`src/core/hts_params.svh`:
```
/*
 Constants of the humidity/temperature sensor two-wire slave: target
 address, pointer values, configuration layout, reset values and times.
 Assumes a 100 MHz core clock; times are given in ns.
*/
`ifndef HTS_PARAMS_SVH
`define HTS_PARAMS_SVH

`define HTS_CLK_PERIOD_NS 10
`define HTS_CYC(ns) ((ns) / `HTS_CLK_PERIOD_NS)

`define HTS_DEV_ADDR 7'h40

`define HTS_PTR_TEMP 8'h00
`define HTS_PTR_HUM 8'h01
`define HTS_PTR_CFG 8'h02
`define HTS_PTR_SER0 8'hFB
`define HTS_PTR_SER1 8'hFC
`define HTS_PTR_SER2 8'hFD
`define HTS_PTR_MFR 8'hFE
`define HTS_PTR_DEV 8'hFF

`define HTS_CFG_RESET 16'h1000
`define HTS_CFG_WMASK 16'h3700
`define HTS_BIT_HEATER_ENABLE_BIT 13
`define HTS_BIT_MODE 12
`define HTS_BIT_SUPLOW 11
`define HTS_BIT_TRES 10
`define HTS_BIT_HRES1 9
`define HTS_BIT_HRES0 8

`define HTS_MASK_14 16'hFFFC
`define HTS_MASK_11 16'hFFE0
`define HTS_MASK_8 16'hFF00

`define HTS_SYNC_INIT 3'h3

`define HTS_STARTUP_NS 15000000
`define HTS_T11_NS 3650000
`define HTS_T14_NS 6350000
`define HTS_H8_NS 2500000
`define HTS_H11_NS 3850000
`define HTS_H14_NS 6500000

`endif

```
`src/core/hts_pkg.sv`:
```
/*
 Types of the sensor slave: bus and measurement state encodings.
 Assumes nothing beyond a SystemVerilog compiler.
*/
package hts_pkg;
    typedef enum logic [6:0] {
        ST_IDLE = 7'h01,
        ST_ADDR = 7'h02,
        ST_ADDR_ACK = 7'h04,
        ST_RX = 7'h08,
        ST_RX_ACK = 7'h10,
        ST_TX = 7'h20,
        ST_TX_ACK = 7'h40
    } hts_bus_state_type;

    typedef enum logic [2:0] {
        M_SLEEP = 3'h1,
        M_TEMP = 3'h2,
        M_HUM = 3'h4
    } hts_meas_state_type;
endpackage

```
`src/core/hts_sensor_slave.sv`:
```
/*
 Two-wire target front end and mode control of a humidity/temperature
 sensor: pointer register, result/config/id registers, measurement
 sequencing, supply-low flag and heater gating.
 Assumes open-drain SDA resolved outside (o_sda_oe pulls low), SCL is
 only ever an input, and analog results are steady at i_*_result.
*/
// What this block does
// - only a target, never drives SCL
// - answers fixed address 1000000 only
// - first write byte loads the pointer
// - reads return register at stored pointer
// - pointer-only write is valid transfer
// - MSB first, high byte then low
// - data written to read-only registers nacked
// - unknown pointer byte is nacked
// - foreign address byte is nacked
// - ready for measurements within 15 ms
// - during start-up only ids readable
// - sleep, measure on trigger, back sleep
// - commands accepted while sleeping
// - supply-low flag bit 11, refreshed
// - heater enable is config bit 13
// - heater on while measuring, one clock late
// - humidity 8/11/14, temperature 11/14 bits
// - pointer resets to 0x00
// - pointer 0x00 write triggers, both sequence
// - stale result read is nacked
// - result write aborts, read does not
`timescale 1ns/1ps
`include "hts_params.svh"
`default_nettype none
module hts_sensor_slave #(
    parameter int P_STARTUP_CYC = `HTS_CYC(`HTS_STARTUP_NS),
    parameter int P_T11_CYC = `HTS_CYC(`HTS_T11_NS),
    parameter int P_T14_CYC = `HTS_CYC(`HTS_T14_NS),
    parameter int P_H8_CYC = `HTS_CYC(`HTS_H8_NS),
    parameter int P_H11_CYC = `HTS_CYC(`HTS_H11_NS),
    parameter int P_H14_CYC = `HTS_CYC(`HTS_H14_NS),
    // identity values below are arbitrary
    parameter logic [47:0] P_SERIAL_ID = 48'h0123_4567_8900,
    parameter logic [15:0] P_MFR_ID = 16'h0A5A,
    parameter logic [15:0] P_DEV_ID = 16'h0B6B
) (
    input wire logic i_clock,
    input wire logic i_rst_n,
    input wire logic i_scl,
    input wire logic i_sda,
    output logic o_sda_out,
    output logic o_sda_oe,
    input wire logic i_supply_low,
    input wire logic [13:0] i_temp_result,
    input wire logic [13:0] i_hum_result,
    output logic o_heater_on,
    output logic o_measuring,
    output logic o_ready,
    output hts_pkg::hts_meas_state_type o_meas_state
);
    import hts_pkg::*;

    if (P_STARTUP_CYC < 1 || P_T11_CYC < 1 || P_T14_CYC < 1 ||
        P_H8_CYC < 1 || P_H11_CYC < 1 || P_H14_CYC < 1 ||
        P_STARTUP_CYC > 24'hFFFFFF || P_H14_CYC > 24'hFFFFFF ||
        P_T14_CYC > 24'hFFFFFF)
    begin : g_bad_counts
        $error("hts_sensor_slave: cycle counts must fit 1..2^24-1");
    end

    // pins: three stages, level accepted once stages two and three agree
    logic [2:0] pin_in;
    logic [2:0] sy1;
    logic [2:0] sy2;
    logic [2:0] sy3;
    logic [2:0] filt;
    logic [2:0] filt_d;
    assign pin_in = {i_supply_low, i_sda, i_scl};

    // reset levels match the idle pins, so no false edge follows reset
    localparam logic [2:0] SYNC_INIT = `HTS_SYNC_INIT;

    genvar g;
    for (g = 0; g < 3; g++)
    begin : g_sync
        always_ff @(posedge i_clock)
        begin
            if (!i_rst_n)
            begin
                sy1[g] <= SYNC_INIT[g];
                sy2[g] <= SYNC_INIT[g];
                sy3[g] <= SYNC_INIT[g];
                filt[g] <= SYNC_INIT[g];
                filt_d[g] <= SYNC_INIT[g];
            end
            else
            begin
                sy1[g] <= pin_in[g];
                sy2[g] <= sy1[g];
                sy3[g] <= sy2[g];
                if (sy2[g] == sy3[g])
                    filt[g] <= sy3[g];
                filt_d[g] <= filt[g];
            end
        end
    end

    logic scl_rise;
    logic scl_fall;
    logic bus_start;
    logic bus_stop;
    assign scl_rise = filt[0] & ~filt_d[0];
    assign scl_fall = ~filt[0] & filt_d[0];
    assign bus_start = filt[0] & filt_d[0] & filt_d[1] & ~filt[1];
    assign bus_stop = filt[0] & filt_d[0] & ~filt_d[1] & filt[1];

    // start-up interval
    logic [23:0] boot_cnt;
    logic ready;
    always_ff @(posedge i_clock)
    begin
        if (!i_rst_n)
        begin
            boot_cnt <= 24'h000000;
            ready <= 1'b0;
        end
        else if (!ready)
        begin
            boot_cnt <= boot_cnt + 24'h000001;
            if (boot_cnt == 24'(P_STARTUP_CYC - 1))
                ready <= 1'b1;
        end
    end

    hts_bus_state_type bstate;
    hts_meas_state_type mstate;
    logic [15:0] cfg;
    logic [15:0] temp_reg;
    logic [15:0] hum_reg;
    logic temp_valid;
    logic hum_valid;
    logic [7:0] ptr;
    logic [7:0] tx_ptr;
    logic [7:0] shreg;
    logic [3:0] cnt;
    logic rw;
    logic first;
    logic lo_next;
    logic wr_ok;
    logic mack;
    logic pend_trig;
    logic [7:0] cfg_hi;
    logic trig;
    logic abort_req;
    logic cfg_we;
    logic [15:0] cfg_wdata;

    function automatic logic ptr_ok(input logic [7:0] p);
        logic known;
        known = (p <= `HTS_PTR_CFG) || (p >= `HTS_PTR_SER0);
        return known && (ready || p >= `HTS_PTR_SER0);
    endfunction

    function automatic logic read_ok(input logic [7:0] p);
        logic stale;
        stale = (p == `HTS_PTR_TEMP && !temp_valid) ||
                (p == `HTS_PTR_HUM && !hum_valid);
        return ptr_ok(p) && !stale;
    endfunction

    function automatic logic [15:0] word_of(input logic [7:0] p);
        unique case (p)
            `HTS_PTR_TEMP: return temp_reg;
            `HTS_PTR_HUM: return hum_reg;
            `HTS_PTR_CFG: return cfg;
            `HTS_PTR_SER0: return P_SERIAL_ID[47:32];
            `HTS_PTR_SER1: return P_SERIAL_ID[31:16];
            `HTS_PTR_SER2: return P_SERIAL_ID[15:0];
            `HTS_PTR_MFR: return P_MFR_ID;
            `HTS_PTR_DEV: return P_DEV_ID;
            default: return 16'h0000;
        endcase
    endfunction

    // next byte to send after the master acknowledges; whole words are
    // fetched first since a select on a function result is not portable
    logic [7:0] next_tx_ptr;
    logic [7:0] next_tx_byte;
    logic [15:0] tx_word;
    logic [15:0] next_word;
    logic [15:0] ptr_word;
    always_comb
    begin
        next_tx_ptr = tx_ptr;
        tx_word = word_of(tx_ptr);
        ptr_word = word_of(ptr);
        if (!lo_next && tx_ptr == `HTS_PTR_TEMP && cfg[`HTS_BIT_MODE])
            next_tx_ptr = `HTS_PTR_HUM;
        next_word = word_of(next_tx_ptr);
        if (lo_next)
            next_tx_byte = tx_word[7:0];
        else
            next_tx_byte = next_word[15:8];
    end

    logic addr_match;
    assign addr_match = shreg[7:1] == `HTS_DEV_ADDR;

    // two-wire target engine; SDA is only ever pulled low
    always_ff @(posedge i_clock)
    begin
        trig <= 1'b0;
        abort_req <= 1'b0;
        cfg_we <= 1'b0;
        if (!i_rst_n)
        begin
            bstate <= ST_IDLE;
            ptr <= `HTS_PTR_TEMP;
            tx_ptr <= `HTS_PTR_TEMP;
            shreg <= 8'h00;
            cnt <= 4'h0;
            rw <= 1'b0;
            first <= 1'b0;
            lo_next <= 1'b0;
            wr_ok <= 1'b0;
            mack <= 1'b0;
            pend_trig <= 1'b0;
            cfg_hi <= 8'h00;
            cfg_wdata <= 16'h0000;
            o_sda_oe <= 1'b0;
        end
        else if (bus_start || bus_stop)
        begin
            // a pointer-only write ends here and fires the conversion
            trig <= pend_trig;
            pend_trig <= 1'b0;
            bstate <= bus_start ? ST_ADDR : ST_IDLE;
            cnt <= 4'h0;
            o_sda_oe <= 1'b0;
        end
        else
        begin
            unique case (bstate)
                ST_IDLE:
                    o_sda_oe <= 1'b0;
                ST_ADDR, ST_RX:
                begin
                    if (scl_rise)
                    begin
                        shreg <= {shreg[6:0], filt[1]};
                        cnt <= cnt + 4'h1;
                    end
                    else if (scl_fall && cnt == 4'h8)
                    begin
                        cnt <= 4'h0;
                        if (bstate == ST_ADDR)
                        begin
                            rw <= shreg[0];
                            if (addr_match && (!shreg[0] || read_ok(ptr)))
                            begin
                                o_sda_oe <= 1'b1;
                                bstate <= ST_ADDR_ACK;
                            end
                            else
                                bstate <= ST_IDLE;
                        end
                        else
                        begin
                            bstate <= ST_RX_ACK;
                            if (first)
                            begin
                                first <= 1'b0;
                                wr_ok <= ptr_ok(shreg);
                                o_sda_oe <= ptr_ok(shreg);
                                if (ptr_ok(shreg))
                                begin
                                    ptr <= shreg;
                                    pend_trig <= shreg <= `HTS_PTR_HUM;
                                end
                            end
                            else
                            begin
                                pend_trig <= 1'b0;
                                // result registers: a write aborts
                                abort_req <= wr_ok && ptr <= `HTS_PTR_HUM;
                                o_sda_oe <= wr_ok && ptr == `HTS_PTR_CFG;
                                if (wr_ok && ptr == `HTS_PTR_CFG)
                                begin
                                    lo_next <= !lo_next;
                                    cfg_hi <= shreg;
                                    cfg_we <= lo_next;
                                    cfg_wdata <= {cfg_hi, shreg};
                                end
                            end
                        end
                    end
                end
                ST_ADDR_ACK:
                    if (scl_fall)
                    begin
                        if (rw)
                        begin
                            tx_ptr <= ptr;
                            shreg <= ptr_word[15:8];
                            o_sda_oe <= ~ptr_word[15];
                            lo_next <= 1'b1;
                            bstate <= ST_TX;
                        end
                        else
                        begin
                            o_sda_oe <= 1'b0;
                            first <= 1'b1;
                            lo_next <= 1'b0;
                            bstate <= ST_RX;
                        end
                    end
                ST_RX_ACK:
                    if (scl_fall)
                    begin
                        o_sda_oe <= 1'b0;
                        bstate <= ST_RX;
                    end
                ST_TX:
                    if (scl_fall)
                    begin
                        if (cnt == 4'h7)
                        begin
                            cnt <= 4'h0;
                            o_sda_oe <= 1'b0;
                            bstate <= ST_TX_ACK;
                        end
                        else
                        begin
                            cnt <= cnt + 4'h1;
                            shreg <= {shreg[6:0], 1'b0};
                            o_sda_oe <= ~shreg[6];
                        end
                    end
                ST_TX_ACK:
                    if (scl_rise)
                        mack <= ~filt[1];
                    else if (scl_fall)
                    begin
                        if (mack)
                        begin
                            tx_ptr <= next_tx_ptr;
                            shreg <= next_tx_byte;
                            o_sda_oe <= ~next_tx_byte[7];
                            lo_next <= !lo_next;
                            bstate <= ST_TX;
                        end
                        else
                            bstate <= ST_IDLE;
                    end
            endcase
        end
    end

    // configuration register and supply monitor flag
    always_ff @(posedge i_clock)
    begin
        if (!i_rst_n)
            cfg <= `HTS_CFG_RESET;
        else
        begin
            if (cfg_we)
                cfg <= (cfg & ~`HTS_CFG_WMASK) |
                       (cfg_wdata & `HTS_CFG_WMASK);
            // refreshed once at the end of start-up and per trigger;
            // the !ready term blocks it once ready is set, so this fires once
            if ((!ready && boot_cnt == 24'(P_STARTUP_CYC - 1)) || trig)
                cfg[`HTS_BIT_SUPLOW] <= filt[2];
        end
    end

    // measurement sequencing
    logic [23:0] conv_cnt;
    logic both;
    logic [23:0] conv_len;
    always_comb
    begin
        if (mstate == M_TEMP)
            conv_len = cfg[`HTS_BIT_TRES] ? 24'(P_T11_CYC) : 24'(P_T14_CYC);
        else if (cfg[`HTS_BIT_HRES1])
            conv_len = 24'(P_H8_CYC);
        else if (cfg[`HTS_BIT_HRES0])
            conv_len = 24'(P_H11_CYC);
        else
            conv_len = 24'(P_H14_CYC);
    end

    logic [15:0] t_mask;
    logic [15:0] h_mask;
    assign t_mask = cfg[`HTS_BIT_TRES] ? `HTS_MASK_11 : `HTS_MASK_14;
    assign h_mask = cfg[`HTS_BIT_HRES1] ? `HTS_MASK_8 :
                    cfg[`HTS_BIT_HRES0] ? `HTS_MASK_11 : `HTS_MASK_14;

    always_ff @(posedge i_clock)
    begin
        if (!i_rst_n)
        begin
            mstate <= M_SLEEP;
            conv_cnt <= 24'h000000;
            both <= 1'b0;
            temp_reg <= 16'h0000;
            hum_reg <= 16'h0000;
            temp_valid <= 1'b0;
            hum_valid <= 1'b0;
        end
        else if (trig)
        begin
            conv_cnt <= 24'h000000;
            both <= ptr == `HTS_PTR_TEMP && cfg[`HTS_BIT_MODE];
            if (ptr == `HTS_PTR_TEMP)
            begin
                mstate <= M_TEMP;
                temp_valid <= 1'b0;
                if (cfg[`HTS_BIT_MODE])
                    hum_valid <= 1'b0;
            end
            else
            begin
                mstate <= M_HUM;
                hum_valid <= 1'b0;
            end
        end
        else if (abort_req)
            mstate <= M_SLEEP;
        else if (mstate != M_SLEEP)
        begin
            conv_cnt <= conv_cnt + 24'h000001;
            if (conv_cnt == conv_len - 24'h000001)
            begin
                conv_cnt <= 24'h000000;
                if (mstate == M_TEMP)
                begin
                    temp_reg <= {i_temp_result, 2'b00} & t_mask;
                    temp_valid <= 1'b1;
                    mstate <= both ? M_HUM : M_SLEEP;
                end
                else
                begin
                    hum_reg <= {i_hum_result, 2'b00} & h_mask;
                    hum_valid <= 1'b1;
                    mstate <= M_SLEEP;
                end
            end
        end
    end

    always_ff @(posedge i_clock)
    begin
        if (!i_rst_n)
            o_heater_on <= 1'b0;
        else
            o_heater_on <= cfg[`HTS_BIT_HEATER_ENABLE_BIT] && mstate != M_SLEEP;
    end

    assign o_sda_out = 1'b0;
    assign o_measuring = mstate != M_SLEEP;
    assign o_ready = ready;
    assign o_meas_state = mstate;
endmodule
`default_nettype wire

```
`config.mk`:
```
export PLATFORM = sky130hd
export DESIGN_NAME = hts_sensor_slave
export DESIGN_NICKNAME = d
export VERILOG_FILES = /design/src/core/hts_pkg.sv /design/src/core/hts_sensor_slave.sv
export VERILOG_INCLUDE_DIRS = /design/src /design/src/core
export SDC_FILE = /design/constraint.sdc
export NUM_CORES = 1
export LEC_CHECK = 0
export BUFFER_PORTS_ARGS = -buffer_cell sky130_fd_sc_hd__buf_2
export CORE_MARGIN = 1.5
export CORE_UTILIZATION = 55
export DETAILED_ROUTE_END_ITERATION = 8
export PLACE_DENSITY = 0.85
export SLEW_MARGIN = 10
export SYNTH_ARGS = -nofsm -noshare
export SYNTH_HDL_FRONTEND = slang
export SYNTH_SLANG_ARGS = --single-unit
```
`constraint.sdc`:
```
create_clock -name i_clock -period 3.24 [get_ports i_clock]
set_input_delay 0.324 -clock i_clock [delete_from_list [all_inputs] [get_ports i_clock]]
set_output_delay 0.324 -clock i_clock [all_outputs]
set_load 0.01 [all_outputs]
```
After elaboration in Yosys (flattened, before gate mapping). Cells that the tools add are included.

Bits in registers: 183. Bits in latches: 0. RAM bits: 0. Bits in read-only memories: 0. Input bits: 33. Memories kept: 0.

Add/subtract/negate cells: 4. $mul: 0. Divide/modulo/power cells: 0. Magnitude comparators: 6. Eq/ne operators: 68. Shift operators: 0. Muxes and demuxes: 105. Bitwise gates (word level): 28. Reduce and logical (&&, ||, !) cells: 68.

Operator list (number): $pmux 16 s8 (2); $mux 8 (16); $eq 8x8->1 const B (15); $mux 20 (4); $mux 7 (10); $pmux 8 s8 (1); $add 24x1->24 const B (2); $mux 1 (46); $pmux 7 s5 (1); $ne 2x2->1 const B (17); $ne 3x3->1 const B (11); $and 16x16->16 (2); $pmux 8 s4 (1); $reduce_and 5->1 (6); $reduce_and 7->1 (4); $eq 24x21->1 const B (1); $eq 24x24->1 (1); $eq 8x1->1 const B (3); $eq 8x2->1 const B (3); $logic_not 8->1 (3); $mux 24 (1); $mux 3 (8); $sub 24x1->24 const B (1); $not 1->1 (18); other kinds (45) (102).

Longest topological paths before layout.
Depth after elaboration: 13. Depth in mapped cells: 13.

Least setup slack after synthesis. OpenSTA, ideal clock, no wires.

Path type: register to register. Start: register mstate[1], in the netlist o_meas_state[1]. End: register temp_reg[10]. Library setup time: 128 ps. Data arrival time: 3303 ps. Path slack: -190 ps. Stages on the path, launching flop included: 13. Clock period less this slack: 3430 ps. Cells stage by stage: dfxtp_1 > nor3b_2 > nor2_1 > nor2_1 > ha_1 > xnor2_1 > a2111oi_2 > o2111ai_1 > or4_4 > nor4b_4 > buf_6 > mux2i_1 > nor2_1.

Longest elaborated chain between the ends: 5. Elaborated cells on any way between the ends: 6. Those cells by class: add/sub (1); eq/ne (3); mux (1); reduce/logical (1).

RTL lines: start, declared (line hts_sensor_slave.sv:134) `hts_meas_state_type mstate;`; start signal, assigned (line hts_sensor_slave.sv:437) `mstate <= both ? M_HUM : M_SLEEP;`; $eq 3x2->1 (line hts_sensor_slave.sv:380, hts_sensor_slave.sv:433); $mux 20 (line hts_sensor_slave.sv:380) `if (mstate == M_TEMP)`; $sub 24x1->24 (line hts_sensor_slave.sv:430) `if (conv_cnt == conv_len - 24'h000001)`; $eq 24x24->1 (line hts_sensor_slave.sv:430); $reduce_and 5->1 (no line) *; end signal, assigned (line hts_sensor_slave.sv:435) `temp_reg <= {i_temp_result, 2'b00} & t_mask;`; end, declared (line hts_sensor_slave.sv:136) `logic [15:0] temp_reg;`.

Every way passes the cells marked *; elsewhere a longest branch is shown, timed or not. A chain may end at the register's enable or synchronous reset.

Final worst setup path.
Start: register mstate[1], in the netlist o_meas_state[1]. End: register temp_reg[8].

Same word-level chain as after synthesis.

==> impl_metrics.json <==
{
  "tightest_slew_ns": 0.799,
  "async_reset_ff_share_pct": 0,
  "drt_first_pass_iters": 9,
  "final_cells": 1184,
  "clock-sinks": 159,
  "boundaryPins": 41,
  "reg2reg_depth": 12,
  "rows": 43,
  "reg2reg_setup_slack_ns": 0.11,
  "routed_wl_um": 21000,
  "r2r-start": "o_meas_state[1]",
  "grt_max_degree": 71,
  "slew_viol_final": 0,
  "num_vias": 7278,
  "numCtsBuffers": 17,
  "synthCells": 963,
  "coreArea_um2": 14000,
  "fp.dieH_um": 124,
  "final_util_pct": 64.3,
  "setup_viol": 0,
  "path_class": "flip-flop to flip-flop",
  "p_leak_nw": 3.25,
  "layout-drive-gt1-share_pct": 12.5,
  "die_area_um2": 15300,
  "grt-ovfl-total": 0,
  "min_path_type": "primary input to flip-flop",
  "io_buffers": 39,
  "final_common_cell": "dfxtp_1",
  "wl_met1_um": 8930,
  "crit_path_end_kind": "flip-flop",
  "place_ws_ns": 0.0470,
  "drcViolationCount": 0,
  "period_share_pct": 96.6,
  "setup_slack_ns": 0.110,
  "startpoint": "o_meas_state[1]",
  "synth_nets": 1001,
  "wl_per_cell_um": 17.7,
  "stdcell_area_um2": 9030,
  "crit_fanout": 8,
  "p_total_mw": 3.88,
  "max_slew_margin_pct": 46.3,
  "antenna_found_initial": 0,
  "wl_met3_um": 1950,
  "required_ns": 3.55,
  "drtIter0Drc": 818,
  "area_growth_pct": 12.8,
  "cts_hold_buf": 0,
  "yosysSeqAreaShare_pct": 39.8,
  "cts_tree": "done",
  "synth_cell_types": 77,
  "power-per-cell-area_nw_per_um2": 429,
  "gp_congestion": 0.985,
  "clk_pin_slew_ns": 0.06,
  "max_freq_mhz": 319,
  "fp.dieW_um": 124,
  "ys_ff_latch": 159,
  "ant_nets": 0,
  "cp-start-kind": "flip-flop",
  "placedInstanceArea_um2": 8440,
  "grt_pass1_wl_um": 33300,
  "wl_met2_um": 9230,
  "synth_edf_count": 0,
  "peakVddDrop_mv": 0.408,
  "dp_cells": 1149,
  "gr-usage-all-layers_pct": 28.1,
  "min_period_ns": 3.13,
  "holdPathEnd": "sy1[1]",
  "synth-main-ff-cell": "dfxtp_1",
  "layout_common_cells": "156 x dfxtp_1, 143 x nor2_1, 80 x nand2_1",
  "clock_skew_ns": 0.00867,
  "min_from": "i_sda",
  "finalNetCount": 1030,
  "reg_top3": "boot_cnt x24, conv_cnt x24",
  "yosysWarnings": 0,
  "cts_max_path_buffers": 2,
  "syn_area_um2": 8010,
  "routed.top_layer": "met4",
  "holdPathStages": 2,
  "hpwl_um": 14500,
  "synth.avg_cell_area_um2": 8.31,
  "r2r_end": "temp_reg[8]",
  "start_util_pct": 57.0,
  "hold_viol_final": 0,
  "status": "complete, no violations",
  "htreeDepth": 4,
  "insertion_delay_ns": 0.43,
  "via_per_inst": 6.15,
  "grt_pass1_vias": 6770,
  "worstPathArrival_ns": 3.44,
  "drv_cap": 0,
  "nFillCells": 1159,
  "cts-root-buf": "clkbuf_16",
  "rsz0062_at_grt": "true",
  "antenna_cells": 0
}
==> cells in the mapped netlist (all sizes together) (5+ instances only) <==
cell	count	share of area [%]
inv	18	0.84
ha	5	0.78
o2111ai	5	0.55
a21oi	66	4.1
xor2	37	4.0
nand2	80	3.8
and4	6	0.66
nor2b	21	1.6
a31oi	7	0.55
or4	8	0.80
o22ai	5	0.39
a21o	9	0.84
nor4	11	0.86
clkbuf	44	2.1
nor3	19	1.3
dfxtp	159	40
xnor2	15	1.6
a22oi	7	0.66
nand3	34	2.1
and3	15	1.2
nor2	144	6.8
nand4	16	1.3
or3	11	0.92
buf	13	1.0
and2	6	0.47
nor4b	9	1.3
mux2i	52	6.5
o21ai	39	2.4
nand2b	19	1.5
==> worst max-delay path, stage by stage (launching register included) <==
cell and delay (ns):
dfxtp_4 0.38, nor3b_4 0.24, nor2_2 0.07, nor2_1 0.13, ha_1 0.25, xor2_2 0.20
a31oi_1 0.06, a32o_1 0.24, or4_4 0.56, nor4b_4 0.29, bufbuf_16 0.33, mux2i_1 0.18
nor2_1 0.06
==> per-stage QoR <==
step / setup TNS, ns / hold WS, ns
6_report: 0 / 0.0752
4_1_cts: 0 / 0.0633
5_1_grt: -0.202 / 0.0760
2_1_floorplan: -0.265 / 0.386
3_3_place_gp: 0 / 0.392
3_5_place_dp: 0 / 0.395
==> area by class of cell <==
| cell class | count | area (um2) | area share [%] |
|---|---|---|---|
| multi-input cells | 729 | 4550 | 50.4 |
| flip-flops and latches | 159 | 3190 | 35.3 |
| clock buffers | 22 | 474 | 5.25 |
| repair buffers | 67 | 459 | 5.09 |
| well taps | 180 | 225 | 2.49 |
| inverters | 18 | 67.6 | 0.748 |
| clock inverters | 9 | 61.3 | 0.679 |
==> worst max-delay path by stage <==
stage	slack [ns]	endpoint
final	0.11	temp_reg[8]
after global routing	-0.04	temp_reg[15]
after CTS	0.03	temp_reg[14]
after detailed placement	0.05	temp_reg[6]
after global placement	0.19	temp_reg[6]
after floorplan	-0.03	temp_reg[10]
==> what timing repair did <==
item | in CTS | in global routing
endpoints found under the setup margin | 6 | 11
hold endpoints to repair | 0 | 0
setup buffers | 0 | 4
gates resized for setup | 0 | 4
pin swaps | 3 | 1
gates cloned | 1 | 0
==> where the power goes <==
| group | switching (mW) | leakage, nW | internal (mW) |
|---|---|---|---|
| Sequential | 0.00524 | 1.28 | 1.96 |
| Clock | 0.793 | 0.262 | 1.03 |
| Combinational | 0.0524 | 1.71 | 0.0311 |
==> metal layers <==
layer  GRT usage, %  vias to the layer above
li1               -                     3476
met1           36.4                     3350
met2           43.0                      377
met3           7.23                       75
met4           14.9                        0
met5              0                        -
==> cell families (layout without fill, tap and decap cells) <==
logic type / after synthesis / after routing / share of synthesized area [%]
XOR/XNOR: 52 / 52 / 5.69
AND/OR/NAND/NOR: 426 / 426 / 27.4
buffers and inverters: 75 / 116 / 3.91
flip-flops: 159 / 159 / 39.8
other: 1 / 1 / 0.0468
AO/OA/AOI/OAI: 189 / 189 / 15.4
adder cells (fa/ha/maj): 5 / 5 / 0.781
multiplexers: 56 / 56 / 7.06
Note: power is estimated with default switching activity, not from simulation.
